`src/verilog/tws_defs.vh`:
```
`ifndef TWS_DEFS_VH
`define TWS_DEFS_VH
`define TWS_OFF_DATA   5'h00
`define TWS_OFF_STAT   5'h04
`define TWS_OFF_CST    5'h08
`define TWS_OFF_CTL1   5'h0c
`define TWS_OFF_CTL2   5'h10
`define TWS_OFF_OWN    5'h14
`define TWS_C1_START   0
`define TWS_C1_STOP    1
`define TWS_C1_IRQ_ENABLE   2
`define TWS_C1_ACK     4
`define TWS_C1_GCEN    5
`define TWS_C1_NEW_MATCH_IRQ_ENABLE  6
`define TWS_C1_STALL_AFTER_START_ENABLE 7
`define TWS_ST_NEW_ADDRESS_MATCH  2
`define TWS_ST_STALL_AFTER_START_FLAG  3
`define TWS_ST_NACK_RECEIVED  4
`define TWS_ST_BER     5
`define TWS_ST_SLAVE_STOP_SEEN  7
`define TWS_CST_BB     1
`define TWS_OWN_SLAVE_ADDRESS_ENABLE   7
`define TWS_RST_BYTE   8'h00
`define TWS_GC_ADDR    8'h00
`define TWS_RESP_OK    2'b00
`define TWS_RESP_ERR   2'b10
`define TWS_MS_IDLE    3'h0
`define TWS_MS_START   3'h1
`define TWS_MS_LOW     3'h2
`define TWS_MS_HIGH    3'h3
`define TWS_MS_PREP    3'h4
`define TWS_MS_RISE    3'h5
`endif

```
`src/verilog/tws_sync.v`:
```
`timescale 1ns/10ps
// two-stage synchroniser, idles high like the bus lines
module tws_sync (
    input  wire aclk,
    input  wire aresetn,
    input  wire d,
    output wire q
);
    reg meta_ff;
    reg sync_ff;

    always @(posedge aclk)
    begin
        if (!aresetn)
        begin
            meta_ff <= 1'b1;
            sync_ff <= 1'b1;
        end
        else
        begin
            meta_ff <= d;
            sync_ff <= meta_ff;
        end
    end

    assign q = sync_ff;
endmodule // tws_sync

```
`src/verilog/tws_unit.v`:
```
// Added by the designer: the address map and the AXI4-Lite interface to the registers.
`timescale 1ns/10ps
`include "tws_defs.vh"
module tws_unit (
    input  wire        aclk,
    input  wire        aresetn,
    input  wire [4:0]  awaddr,
    input  wire        awvalid,
    output wire        awready,
    input  wire [31:0] wdata,
    input  wire [3:0]  wstrb,
    input  wire        wvalid,
    output wire        wready,
    output wire [1:0]  bresp,
    output wire        bvalid,
    input  wire        bready,
    input  wire [4:0]  araddr,
    input  wire        arvalid,
    output wire        arready,
    output wire [31:0] rdata,
    output wire [1:0]  rresp,
    output wire        rvalid,
    input  wire        rready,
    input  wire        scl_i,
    output wire        scl_o,
    output wire        scl_oe_n,
    input  wire        sda_i,
    output wire        sda_o,
    output wire        sda_oe_n,
    input  wire        low_power,
    output wire        wakeup,
    output wire        irq
);
    reg [7:0] shift_ff;
    reg       transmit_direction_ff, master_ff, new_address_match_ff, stall_after_start_flag_ff;
    reg       nack_received_ff, ber_ff, buffer_attention_ff, slave_stop_seen_ff;
    reg       start_req_ff, stop_req_ff, irq_enable_ff, ack_ctl_ff;
    reg       gcen_ff, new_match_irq_enable_ff, stall_after_start_enable_ff;
    reg [6:0] div_ff;
    reg       enable_ff;
    reg [6:0] own_ff;
    reg       slave_address_enable_ff;
    reg       match_ff, general_call_hit_ff, bb_ff;
    reg [3:0] cnt_ff;
    reg       active_ff, addr_ph_ff, wake_nack_ff, wakeup_ff;
    reg       d_sda_ff, m_sda_ff, m_scl_ff, stretch_ff, rs_arm_ff;
    reg [2:0] ms_ff;
    reg [7:0] tmr_ff;
    reg       scl_q_ff, sda_q_ff, sda_oe_n_ff, scl_oe_n_ff;
    reg       bvalid_ff, rvalid_ff;
    reg [1:0] bresp_ff, rresp_ff;
    reg [7:0] rdata_ff;
    reg [7:0] rd_byte;
    reg       r_hit, w_hit;
    wire      scl_s, sda_s;
    wire [7:0] addr_byte;
    wire      hit_own, hit_gc;

    tws_sync u_scl_sync (
        .aclk    (aclk),
        .aresetn (aresetn),
        .d       (scl_i),
        .q       (scl_s)
    );
    tws_sync u_sda_sync (
        .aclk    (aclk),
        .aresetn (aresetn),
        .d       (sda_i),
        .q       (sda_s)
    );

    wire scl_rise  = scl_s & ~scl_q_ff;
    wire scl_fall  = ~scl_s & scl_q_ff;
    wire start_det = scl_s & scl_q_ff & sda_q_ff & ~sda_s;
    wire stop_det  = scl_s & scl_q_ff & ~sda_q_ff & sda_s;
    wire inv       = master_ff | match_ff | general_call_hit_ff;
    // counts 2..8 are bits 2..8, 9 is the high half of the acknowledge
    wire illegal   = active_ff & (cnt_ff > 4'h1) & inv;
    wire tx_now    = (master_ff & addr_ph_ff) | (inv & transmit_direction_ff);
    wire stall_m   = buffer_attention_ff | nack_received_ff | stall_after_start_flag_ff;
    wire busy      = (start_req_ff & ~master_ff) | inv
                   | (active_ff & addr_ph_ff);
    wire [7:0] half_m1 = {div_ff, 1'b0} - 8'h01;
    wire [7:0] status  = {slave_stop_seen_ff, buffer_attention_ff, ber_ff, nack_received_ff,
                          stall_after_start_flag_ff, new_address_match_ff, master_ff, transmit_direction_ff};
    wire [7:0] cst     = {3'h0, sda_s, general_call_hit_ff, match_ff, bb_ff, busy};
    wire [7:0] ctl1    = {stall_after_start_enable_ff, new_match_irq_enable_ff, gcen_ff, ack_ctl_ff, 1'b0,
                          irq_enable_ff, stop_req_ff, start_req_ff};

    assign addr_byte = {shift_ff[6:0], sda_s};
    assign hit_own   = slave_address_enable_ff & (addr_byte[7:1] == own_ff);
    assign hit_gc    = gcen_ff & (addr_byte == `TWS_GC_ADDR);

    // bus slave handshake
    wire wr_go = awvalid & wvalid & ~bvalid_ff;
    wire rd_go = arvalid & ~rvalid_ff;
    wire w_en  = wr_go & wstrb[0];
    wire [7:0] wb = wdata[7:0];
    wire wr_data = w_en & (awaddr == `TWS_OFF_DATA);
    wire wr_stat = w_en & (awaddr == `TWS_OFF_STAT);
    wire wr_cst  = w_en & (awaddr == `TWS_OFF_CST);
    wire wr_ctl1 = w_en & (awaddr == `TWS_OFF_CTL1);
    wire wr_ctl2 = w_en & (awaddr == `TWS_OFF_CTL2);
    wire wr_own  = w_en & (awaddr == `TWS_OFF_OWN);
    wire rd_data = rd_go & (araddr == `TWS_OFF_DATA);

    assign awready = wr_go;
    assign wready  = wr_go;
    assign bvalid  = bvalid_ff;
    assign bresp   = bresp_ff;
    assign arready = ~rvalid_ff;
    assign rvalid  = rvalid_ff;
    assign rresp   = rresp_ff;
    assign rdata   = {24'h000000, rdata_ff};

    always @*
    begin
        w_hit = (awaddr == `TWS_OFF_DATA) | (awaddr == `TWS_OFF_STAT)
              | (awaddr == `TWS_OFF_CST) | (awaddr == `TWS_OFF_CTL1)
              | (awaddr == `TWS_OFF_CTL2) | (awaddr == `TWS_OFF_OWN);
        r_hit = 1'b1;
        case (araddr)
            `TWS_OFF_DATA: rd_byte = shift_ff;
            `TWS_OFF_STAT: rd_byte = status;
            `TWS_OFF_CST:  rd_byte = cst;
            `TWS_OFF_CTL1: rd_byte = ctl1;
            `TWS_OFF_CTL2: rd_byte = {div_ff, enable_ff};
            `TWS_OFF_OWN:  rd_byte = {slave_address_enable_ff, own_ff};
            default:
            begin
                rd_byte = 8'h00;
                r_hit   = 1'b0;
            end
        endcase
    end

    always @(posedge aclk)
    begin
        if (!aresetn)
        begin
            bvalid_ff <= 1'b0;
            bresp_ff  <= `TWS_RESP_OK;
            rvalid_ff <= 1'b0;
            rresp_ff  <= `TWS_RESP_OK;
            rdata_ff  <= 8'h00;
        end
        else
        begin
            if (wr_go)
            begin
                bvalid_ff <= 1'b1;
                bresp_ff  <= w_hit ? `TWS_RESP_OK : `TWS_RESP_ERR;
            end
            else if (bready)
                bvalid_ff <= 1'b0;
            if (rd_go)
            begin
                rvalid_ff <= 1'b1;
                rdata_ff  <= rd_byte;
                rresp_ff  <= r_hit ? `TWS_RESP_OK : `TWS_RESP_ERR;
            end
            else if (rready)
                rvalid_ff <= 1'b0;
        end
    end

    // divider, enable and own address survive disable
    always @(posedge aclk)
    begin
        if (!aresetn)
        begin
            div_ff    <= 7'h00;
            enable_ff <= 1'b0;
            own_ff    <= 7'h00;
            slave_address_enable_ff   <= 1'b0;
        end
        else
        begin
            if (wr_ctl2)
            begin
                div_ff    <= wb[7:1];
                enable_ff <= wb[0];
            end
            if (wr_own)
            begin
                own_ff  <= wb[6:0];
                slave_address_enable_ff <= wb[`TWS_OWN_SLAVE_ADDRESS_ENABLE];
            end
        end
    end

    // protocol engine; clears on reset and while disabled
    always @(posedge aclk)
    begin
        if (!aresetn || !enable_ff)
        begin
            shift_ff <= `TWS_RST_BYTE;
            {transmit_direction_ff, master_ff, new_address_match_ff, stall_after_start_flag_ff} <= 4'h0;
            {nack_received_ff, ber_ff, buffer_attention_ff, slave_stop_seen_ff} <= 4'h0;
            {start_req_ff, stop_req_ff, irq_enable_ff, ack_ctl_ff} <= 4'h0;
            {gcen_ff, new_match_irq_enable_ff, stall_after_start_enable_ff} <= 3'h0;
            {match_ff, general_call_hit_ff, bb_ff} <= 3'h0;
            cnt_ff <= 4'h0;
            {active_ff, addr_ph_ff, wake_nack_ff, wakeup_ff} <= 4'h0;
            {d_sda_ff, m_sda_ff, m_scl_ff, stretch_ff, rs_arm_ff} <= 5'h00;
            ms_ff <= `TWS_MS_IDLE;
            tmr_ff <= 8'h00;
            scl_q_ff <= 1'b1;
            sda_q_ff <= 1'b1;
        end
        else
        begin
            wakeup_ff <= 1'b0;
            scl_q_ff  <= scl_s;
            sda_q_ff  <= sda_s;
            if (stop_det)
                bb_ff <= 1'b0;
            else if (start_det || !scl_s || !sda_s)
                bb_ff <= 1'b1;
            else if (wr_cst && wb[`TWS_CST_BB])
                bb_ff <= 1'b0;
            // software side: clears first so hardware sets win
            if (wr_ctl1)
                {stall_after_start_enable_ff, new_match_irq_enable_ff, gcen_ff, ack_ctl_ff, irq_enable_ff,
                 stop_req_ff, start_req_ff} <= {wb[7:4], wb[2:0]};
            if (wr_stat)
            begin
                if (wb[`TWS_ST_NEW_ADDRESS_MATCH]) new_address_match_ff <= 1'b0;
                if (wb[`TWS_ST_STALL_AFTER_START_FLAG]) stall_after_start_flag_ff <= 1'b0;
                if (wb[`TWS_ST_NACK_RECEIVED]) nack_received_ff <= 1'b0;
                if (wb[`TWS_ST_BER])    ber_ff    <= 1'b0;
                if (wb[`TWS_ST_SLAVE_STOP_SEEN]) slave_stop_seen_ff <= 1'b0;
            end
            if (wr_ctl1 ? !wb[`TWS_C1_STALL_AFTER_START_ENABLE] : !stall_after_start_enable_ff)
                stall_after_start_flag_ff <= 1'b0;
            if (wr_data)
            begin
                shift_ff <= wb;
                if (start_req_ff && master_ff)
                    rs_arm_ff <= 1'b1;
                else if (tx_now)
                begin
                    buffer_attention_ff <= 1'b0;
                    d_sda_ff <= ~wb[7];
                end
            end
            if (rd_data && !transmit_direction_ff && !start_req_ff)
                buffer_attention_ff <= 1'b0;
            // start and stop seen on the lines
            if (start_det)
            begin
                if (illegal)
                begin
                    ber_ff    <= 1'b1;
                    master_ff <= 1'b0;
                end
                {match_ff, general_call_hit_ff} <= 2'b00;
                active_ff  <= 1'b1;
                addr_ph_ff <= 1'b1;
                cnt_ff     <= 4'h0;
                if (!master_ff)
                    transmit_direction_ff <= 1'b0;
                if (low_power)
                begin
                    wakeup_ff    <= 1'b1;
                    wake_nack_ff <= 1'b1;
                end
            end
            else if (stop_det)
            begin
                if (illegal)
                    ber_ff <= 1'b1;
                if (match_ff || general_call_hit_ff)
                    slave_stop_seen_ff <= 1'b1;
                {match_ff, general_call_hit_ff} <= 2'b00;
                master_ff   <= 1'b0;
                active_ff   <= 1'b0;
                transmit_direction_ff     <= 1'b0;
                d_sda_ff    <= 1'b0;
                stop_req_ff <= 1'b0;
            end
            else if (scl_rise && active_ff)
            begin
                shift_ff <= addr_byte;
                cnt_ff   <= cnt_ff + 4'h1;
                if (master_ff && tx_now && cnt_ff != 4'h8
                    && !d_sda_ff && !m_sda_ff && !sda_s)
                begin
                    ber_ff       <= 1'b1;
                    master_ff    <= 1'b0;
                    start_req_ff <= 1'b0;
                    transmit_direction_ff      <= 1'b0;
                    d_sda_ff     <= 1'b0;
                end
                if (cnt_ff == 4'h7 && addr_ph_ff)
                begin
                    if (master_ff)
                        transmit_direction_ff <= ~addr_byte[0];
                    else if (!wake_nack_ff && (hit_own || hit_gc))
                    begin
                        match_ff  <= hit_own;
                        general_call_hit_ff <= hit_gc;
                        new_address_match_ff <= 1'b1;
                        transmit_direction_ff   <= addr_byte[0];
                    end
                end
                else if (cnt_ff == 4'h7 && inv && !transmit_direction_ff)
                    buffer_attention_ff <= 1'b1;
                if (cnt_ff == 4'h8)
                begin
                    addr_ph_ff   <= 1'b0;
                    wake_nack_ff <= 1'b0;
                    if (!transmit_direction_ff && !addr_ph_ff)
                        ack_ctl_ff <= 1'b0;
                    if (master_ff && addr_ph_ff)
                    begin
                        if (sda_s)
                            nack_received_ff <= 1'b1;
                        else if (stall_after_start_enable_ff)
                            stall_after_start_flag_ff <= 1'b1;
                        else if (transmit_direction_ff)
                            buffer_attention_ff <= 1'b1;
                    end
                    else if (inv && transmit_direction_ff)
                    begin
                        if (sda_s)
                            nack_received_ff <= 1'b1;
                        else
                            buffer_attention_ff <= 1'b1;
                    end
                end
            end
            else if (scl_fall && active_ff)
            begin
                if (cnt_ff == 4'h9)
                    cnt_ff <= 4'h0;
                if (cnt_ff == 4'h8)
                    d_sda_ff <= (!master_ff && addr_ph_ff
                                 && (match_ff || general_call_hit_ff))
                              | (inv && !transmit_direction_ff && !addr_ph_ff
                                 && !ack_ctl_ff);
                else
                    d_sda_ff <= tx_now && !buffer_attention_ff && !shift_ff[7];
            end
            // slave clock stretching
            stretch_ff <= (buffer_attention_ff || (new_address_match_ff && new_match_irq_enable_ff))
                        && !master_ff && inv && (stretch_ff || !scl_s);
            // master clock and start/stop generation
            if (ms_ff != `TWS_MS_IDLE && ms_ff != `TWS_MS_START
                && !master_ff && ms_ff != `TWS_MS_RISE)
            begin
                m_scl_ff <= 1'b0;
                m_sda_ff <= 1'b0;
                ms_ff    <= `TWS_MS_IDLE;
            end
            else
            begin
                case (ms_ff)
                    `TWS_MS_IDLE:
                    begin
                        m_scl_ff <= 1'b0;
                        m_sda_ff <= 1'b0;
                        if (start_req_ff && !bb_ff && !low_power
                            && !master_ff)
                        begin
                            m_sda_ff <= 1'b1;
                            tmr_ff   <= half_m1;
                            ms_ff    <= `TWS_MS_START;
                        end
                    end
                    `TWS_MS_START:
                    begin
                        if (!scl_s)
                        begin
                            ber_ff       <= 1'b1;
                            start_req_ff <= 1'b0;
                            m_sda_ff     <= 1'b0;
                            ms_ff        <= `TWS_MS_IDLE;
                        end
                        else if (tmr_ff == 8'h00)
                        begin
                            m_scl_ff     <= 1'b1;
                            m_sda_ff     <= 1'b0;
                            tmr_ff       <= half_m1;
                            start_req_ff <= 1'b0;
                            transmit_direction_ff      <= 1'b1;
                            if (master_ff)
                                d_sda_ff <= ~shift_ff[7];
                            else
                            begin
                                d_sda_ff  <= 1'b1;
                                master_ff <= 1'b1;
                                buffer_attention_ff  <= 1'b1;
                            end
                            ms_ff <= `TWS_MS_LOW;
                        end
                        else
                            tmr_ff <= tmr_ff - 8'h01;
                    end
                    `TWS_MS_LOW:
                    begin
                        m_scl_ff <= 1'b1;
                        if (tmr_ff != 8'h00)
                            tmr_ff <= tmr_ff - 8'h01;
                        else if (rs_arm_ff || (stop_req_ff && stall_m))
                        begin
                            d_sda_ff <= 1'b0;
                            m_sda_ff <= ~rs_arm_ff;
                            tmr_ff   <= half_m1;
                            ms_ff    <= `TWS_MS_PREP;
                        end
                        else if (!stall_m)
                        begin
                            m_scl_ff <= 1'b0;
                            tmr_ff   <= half_m1;
                            ms_ff    <= `TWS_MS_HIGH;
                        end
                    end
                    `TWS_MS_HIGH:
                    begin
                        if (scl_s ? tmr_ff == 8'h00 : tmr_ff != half_m1)
                        begin
                            m_scl_ff <= 1'b1;
                            tmr_ff   <= half_m1;
                            ms_ff    <= `TWS_MS_LOW;
                        end
                        else if (scl_s)
                            tmr_ff <= tmr_ff - 8'h01;
                    end
                    `TWS_MS_PREP:
                    begin
                        if (tmr_ff == 8'h00)
                        begin
                            m_scl_ff <= 1'b0;
                            tmr_ff   <= half_m1;
                            ms_ff    <= `TWS_MS_RISE;
                        end
                        else
                            tmr_ff <= tmr_ff - 8'h01;
                    end
                    `TWS_MS_RISE:
                    begin
                        if (scl_s && tmr_ff == 8'h00)
                        begin
                            m_sda_ff  <= rs_arm_ff;
                            rs_arm_ff <= 1'b0;
                            tmr_ff    <= half_m1;
                            ms_ff     <= rs_arm_ff ? `TWS_MS_START
                                                   : `TWS_MS_IDLE;
                        end
                        else if (scl_s)
                            tmr_ff <= tmr_ff - 8'h01;
                    end
                    default:
                        ms_ff <= `TWS_MS_IDLE;
                endcase
            end
        end
    end

    // open-drain pins: only ever pulled low
    always @(posedge aclk)
    begin
        if (!aresetn)
        begin
            sda_oe_n_ff <= 1'b1;
            scl_oe_n_ff <= 1'b1;
        end
        else
        begin
            sda_oe_n_ff <= ~(d_sda_ff | m_sda_ff);
            scl_oe_n_ff <= ~(m_scl_ff | stretch_ff);
        end
    end

    assign sda_o    = 1'b0;
    assign scl_o    = 1'b0;
    assign sda_oe_n = sda_oe_n_ff;
    assign scl_oe_n = scl_oe_n_ff;
    assign wakeup   = wakeup_ff;
    assign irq = irq_enable_ff & ((new_address_match_ff & new_match_irq_enable_ff) | ber_ff
               | nack_received_ff | buffer_attention_ff | stall_after_start_flag_ff | slave_stop_seen_ff);
endmodule // tws_unit

```
`config.mk`:
```
export PLATFORM = sky130hd
export DESIGN_NAME = tws_unit
export DESIGN_NICKNAME = d
export VERILOG_FILES = /design/src/verilog/tws_sync.v /design/src/verilog/tws_unit.v
export VERILOG_INCLUDE_DIRS = /design/src /design/src/verilog
export SDC_FILE = /design/constraint.sdc
export NUM_CORES = 1
export LEC_CHECK = 0
export BUFFER_PORTS_ARGS = -buffer_cell sky130_fd_sc_hd__buf_4
export CAP_MARGIN = 40
export CORE_ASPECT_RATIO = 1.2
export CORE_MARGIN = 2
export CORE_UTILIZATION = 40
export DETAILED_ROUTE_END_ITERATION = 8
export SYNTH_ARGS = -nofsm -noshare
export SYNTH_HDL_FRONTEND = slang
export SYNTH_HIERARCHICAL = 1
export SYNTH_SLANG_ARGS = --single-unit
export TNS_END_PERCENT = 30
```
`constraint.sdc`:
```
create_clock -name aclk -period 4.55 [get_ports aclk]
set_input_delay 0.2275 -clock aclk [delete_from_list [all_inputs] [get_ports aclk]]
set_output_delay 0.2275 -clock aclk [all_outputs]
set_load 0.03 [all_outputs]
```
==> summary.md <==
| Metric | Value |
|---|---|
| Post-synth EDFFs | `0` |
| WS Path Type | `flop to flop` |
| Post-synth top area cell | `dfxtp_1` |
| Yosys warns | `6` |
| Die area | `15,100 sq um` |
| Status | `finished, final reports clean` |
| CP Capture Type | `flop` |
| Most frequent cells in the layout | `dfxtp_1 (86), nor2_1 (72), nand2_1 (70)` |
| GR Overflow Total | `0` |
| Worst-Margin Slew | `857 ps` |
| CTS Hold Bufs | `0` |
| Setup TNS | `0 ps` |
| CP cell instances | `inv_1 > ha_1 > nor4b_4 > and2_1 > a21oi_1 > o21ai_0 > nor2_2 > o311ai_2` |
| Placed Instances | `874` |
| Final instance area | `6290 sq um` |
| Sequential share of the synthesized area | `30.5%` |
| Gate Count Post-Synth | `695` |
| DP Area | `5960 sq um` |
| Top cells by area, synth | `dfxtp_1 (30%), mux2i_1 (5.3%), nor2_1 (4.8%)` |
| Detail Placement HPWL | `11.7 mm` |
| Crit path arrival time | `2870 ps` |
| Via count | `5,213` |
| CTS resizes | `0` |
| Placeable Area | `13,800 sq um` |
| Fill cell count | `1,372` |
| Met3 routed WL | `676 um` |
| Asr flop ratio synth | `0%` |
| H-tree Lvls | `3` |
| Count of state elements after synthesis | `86` |
| Clock network fraction of design power | `47.5%` |
| Library cells used by synthesis | `84` |
| DRT Wirelength | `16.1 mm` |
| Final Total Pwr | `1.72 mW` |
| Comb pwr share | `8.0%` |
| Syn Area/Cell | `8.13 sq um` |
| Final slew viol count | `0` |
| Hold Fails Final Rpt | `0` |
| Fmax | `0.382 GHz` |
| Initial Utilization | `40.9%` |
| Final setup violation count | `0` |
| Largest net degree at the start of global routing | `37` |
| Final #Nets | `777` |
| Worst vdd ir | `188 uV` |
| WL/cell | `18.1 um` |
| Die Width | `112 um` |
| CTS root buffer | `clkbuf_16` |
| RePlAce Congestion | `0.906` |
| Syn Std Cell Area | `5650 sq um` |
| DRT met1 WL | `6.79 mm` |
| Number of global-route vias before repair | `5,076` |
| Req. time, crit path | `4800 ps` |
| Standard-cell row count | `47` |
| Fin crit period | `2620 ps` |
| CTS tree | `built` |
| DR top layer | `met4` |
| Drt first-iter violations | `332` |
| Overall Global Routing Usage | `21.6%` |
| Clock Skews | `8.72 ps` |
| RSZ-0062 raised after global routing | `false` |
| ANT nets after route | `0` |
| Area Overhead vs Synth | `11.4%` |
| Vias per std cell | `5.86` |
| Height of the die | `134 um` |
| Max stage delay on crit path | `550 ps` |
| Share of layout cells above drive strength 1 | `15.0%` |
| Clk buf depth | `2` |
| Primary FF master, synth | `dfxtp_1` |
| Setup bufs post-CTS | `0` |
| Most common cell after layout, fill and taps aside | `dfxtp_1` |
| Reg clk slew, reported paths | `70 ps` |
| DRT Pass-1 Iters | `4` |
| Leak Pwr | `2.35 nW` |
| Pwr Density | `273 nW/um^2` |
| Post-route clock period utilization | `57.6%` |
| Type of origin of the critical path | `flop` |
| Reg power frac | `44.5%` |
| Fin cells | `890` |
| P_sw | `428 uW` |
| Hold crit path type | `primary input to flop` |
| Ant. Diodes | `0` |
| DR WL met2 | `8.14 mm` |
| Residual DRC count | `0` |
| Initial antenna violation count | `0` |
| Boundary Pins | `103` |
| First-pass GRT wire length | `26.3 mm` |
| Slew HR | `42.9%` |
| # Max-Cap Violations | `0` |
| Post-synth top area share | `30.5%` |
| CTS Buf Count | `9` |
| P_int | `1.29 mW` |
| Critical path fanouts, max | `15` |
| Switch share | `24.9%` |
| Clk sinks | `86` |
| Slowest CP cell | `and2_1` |
| Clk_lat worst skew | `340 ps` |
| PortBufs | `47` |
| Reg2Reg Setup Slack | `1930 ps` |
[routing by layer]
metal	global-route usage, %	up-vias
li1	-	2478
met1	27.3	2547
met2	36.5	152
met3	3.30	36
met4	9.69	0
met5	0	-
[stage by stage]
| stage | util (%) | hold WS [ps] | worst slack [ps] |
|---|---|---|---|
| after floorplan | - | 301 | 2350 |
| after global placement | 42.9 | 388 | 1970 |
| after detailed placement | 43.2 | 395 | 1990 |
| after CTS | 45.5 | 52.2 | 1970 |
| after global routing | 45.5 | 58.5 | 1720 |
| final | 45.5 | 60.7 | 1930 |
[kinds of logic after synthesis]
logic type / share of synthesized area [%]
AOI/OAI and AO/OA: 21.1
xor gates and xnor gates: 4.67
adders and majority gates: 1.55
buffers and inverters: 8.59
DFF: 30.5
muxes: 8.84
other: 0.0664
and+or+nand+nor: 24.7
[sequential cells by signal (all words and copies together), names as in the netlist, 3 cells and up]
| signal | count |
|---|---|
| shift_ff | 8 |
| rdata_ff | 8 |
| own_ff | 7 |
| cnt_ff | 4 |
| ms_ff | 3 |
| div_ff | 7 |
| tmr_ff | 8 |
[worst max-delay path, delay by kind of cell, from the launching register on]
| family | cells | cell delay [ps] |
|---|---|---|
| simple gates | 3 | 950 |
| compound gates | 3 | 870 |
| flops | 1 | 380 |
| fa+ha+maj | 1 | 210 |
| buf+inv | 1 | 120 |
[Yosys cell counts (3+ instances only)]
library cell and instances:
dfxtp_1 86, nor2_1 72, nand2_1 70, a21oi_1 38, buf_4 32, mux2i_1 30
o21ai_0 29, nor2b_1 27, clkbuf_1 26, inv_1 21, nand3_1 19, nor3_1 15
xor2_1 13, xnor2_1 12, a22oi_1 10, nand2b_1 10, a311oi_1 9, buf_2 9
or3_1 9, a31oi_1 8, mux2_2 8, ha_1 7, o22ai_1 6, a211oi_1 5
and2_1 5, nor3b_1 5, o211ai_1 5, a221oi_1 4, a22o_1 4, buf_1 4
nand3b_1 4, nand4_1 4, nor3_2 4, nor4_1 4, o21a_1 4, o31ai_1 4
or2_2 4, a32o_1 3, a41oi_1 3, mux4_2 3, nand4b_1 3
[area by class of cell]
| class | count | area, sq um | share of cell area [%] |
|---|---|---|---|
| well taps | 171 | 214 | 3.40 |
| clock buffers | 9 | 225 | 3.58 |
| multi-input cells | 542 | 3540 | 56.3 |
| flip-flops and latches | 86 | 1720 | 27.4 |
| repair buffers | 53 | 403 | 6.40 |
| inverters | 22 | 82.6 | 1.31 |
| clock inverters | 7 | 101 | 1.61 |
[path summary, 6_finish.rpt]
kind / start / end / cells past startpoint
hold reg to reg: u_scl_sync/meta_ff / u_scl_sync/q / 1
hold / removal: sda_i / u_sda_sync/meta_ff / 2
setup reg to reg: tmr_ff[1] / tmr_ff[2] / 8
setup / recovery: tmr_ff[1] / tmr_ff[2] / 8
[power by group through the flow]
stage	registers, mW	logic (mW)	clock network [mW]
2_1_floorplan	0.790	0.0967	0
3_3_place_gp	0.781	0.135	0
3_5_place_dp	0.782	0.137	0
4_1_cts	0.764	0.138	0.833
5_1_grt	0.765	0.147	0.874
6_report	0.765	0.138	0.817
Power figures use the tool's default switching activity.
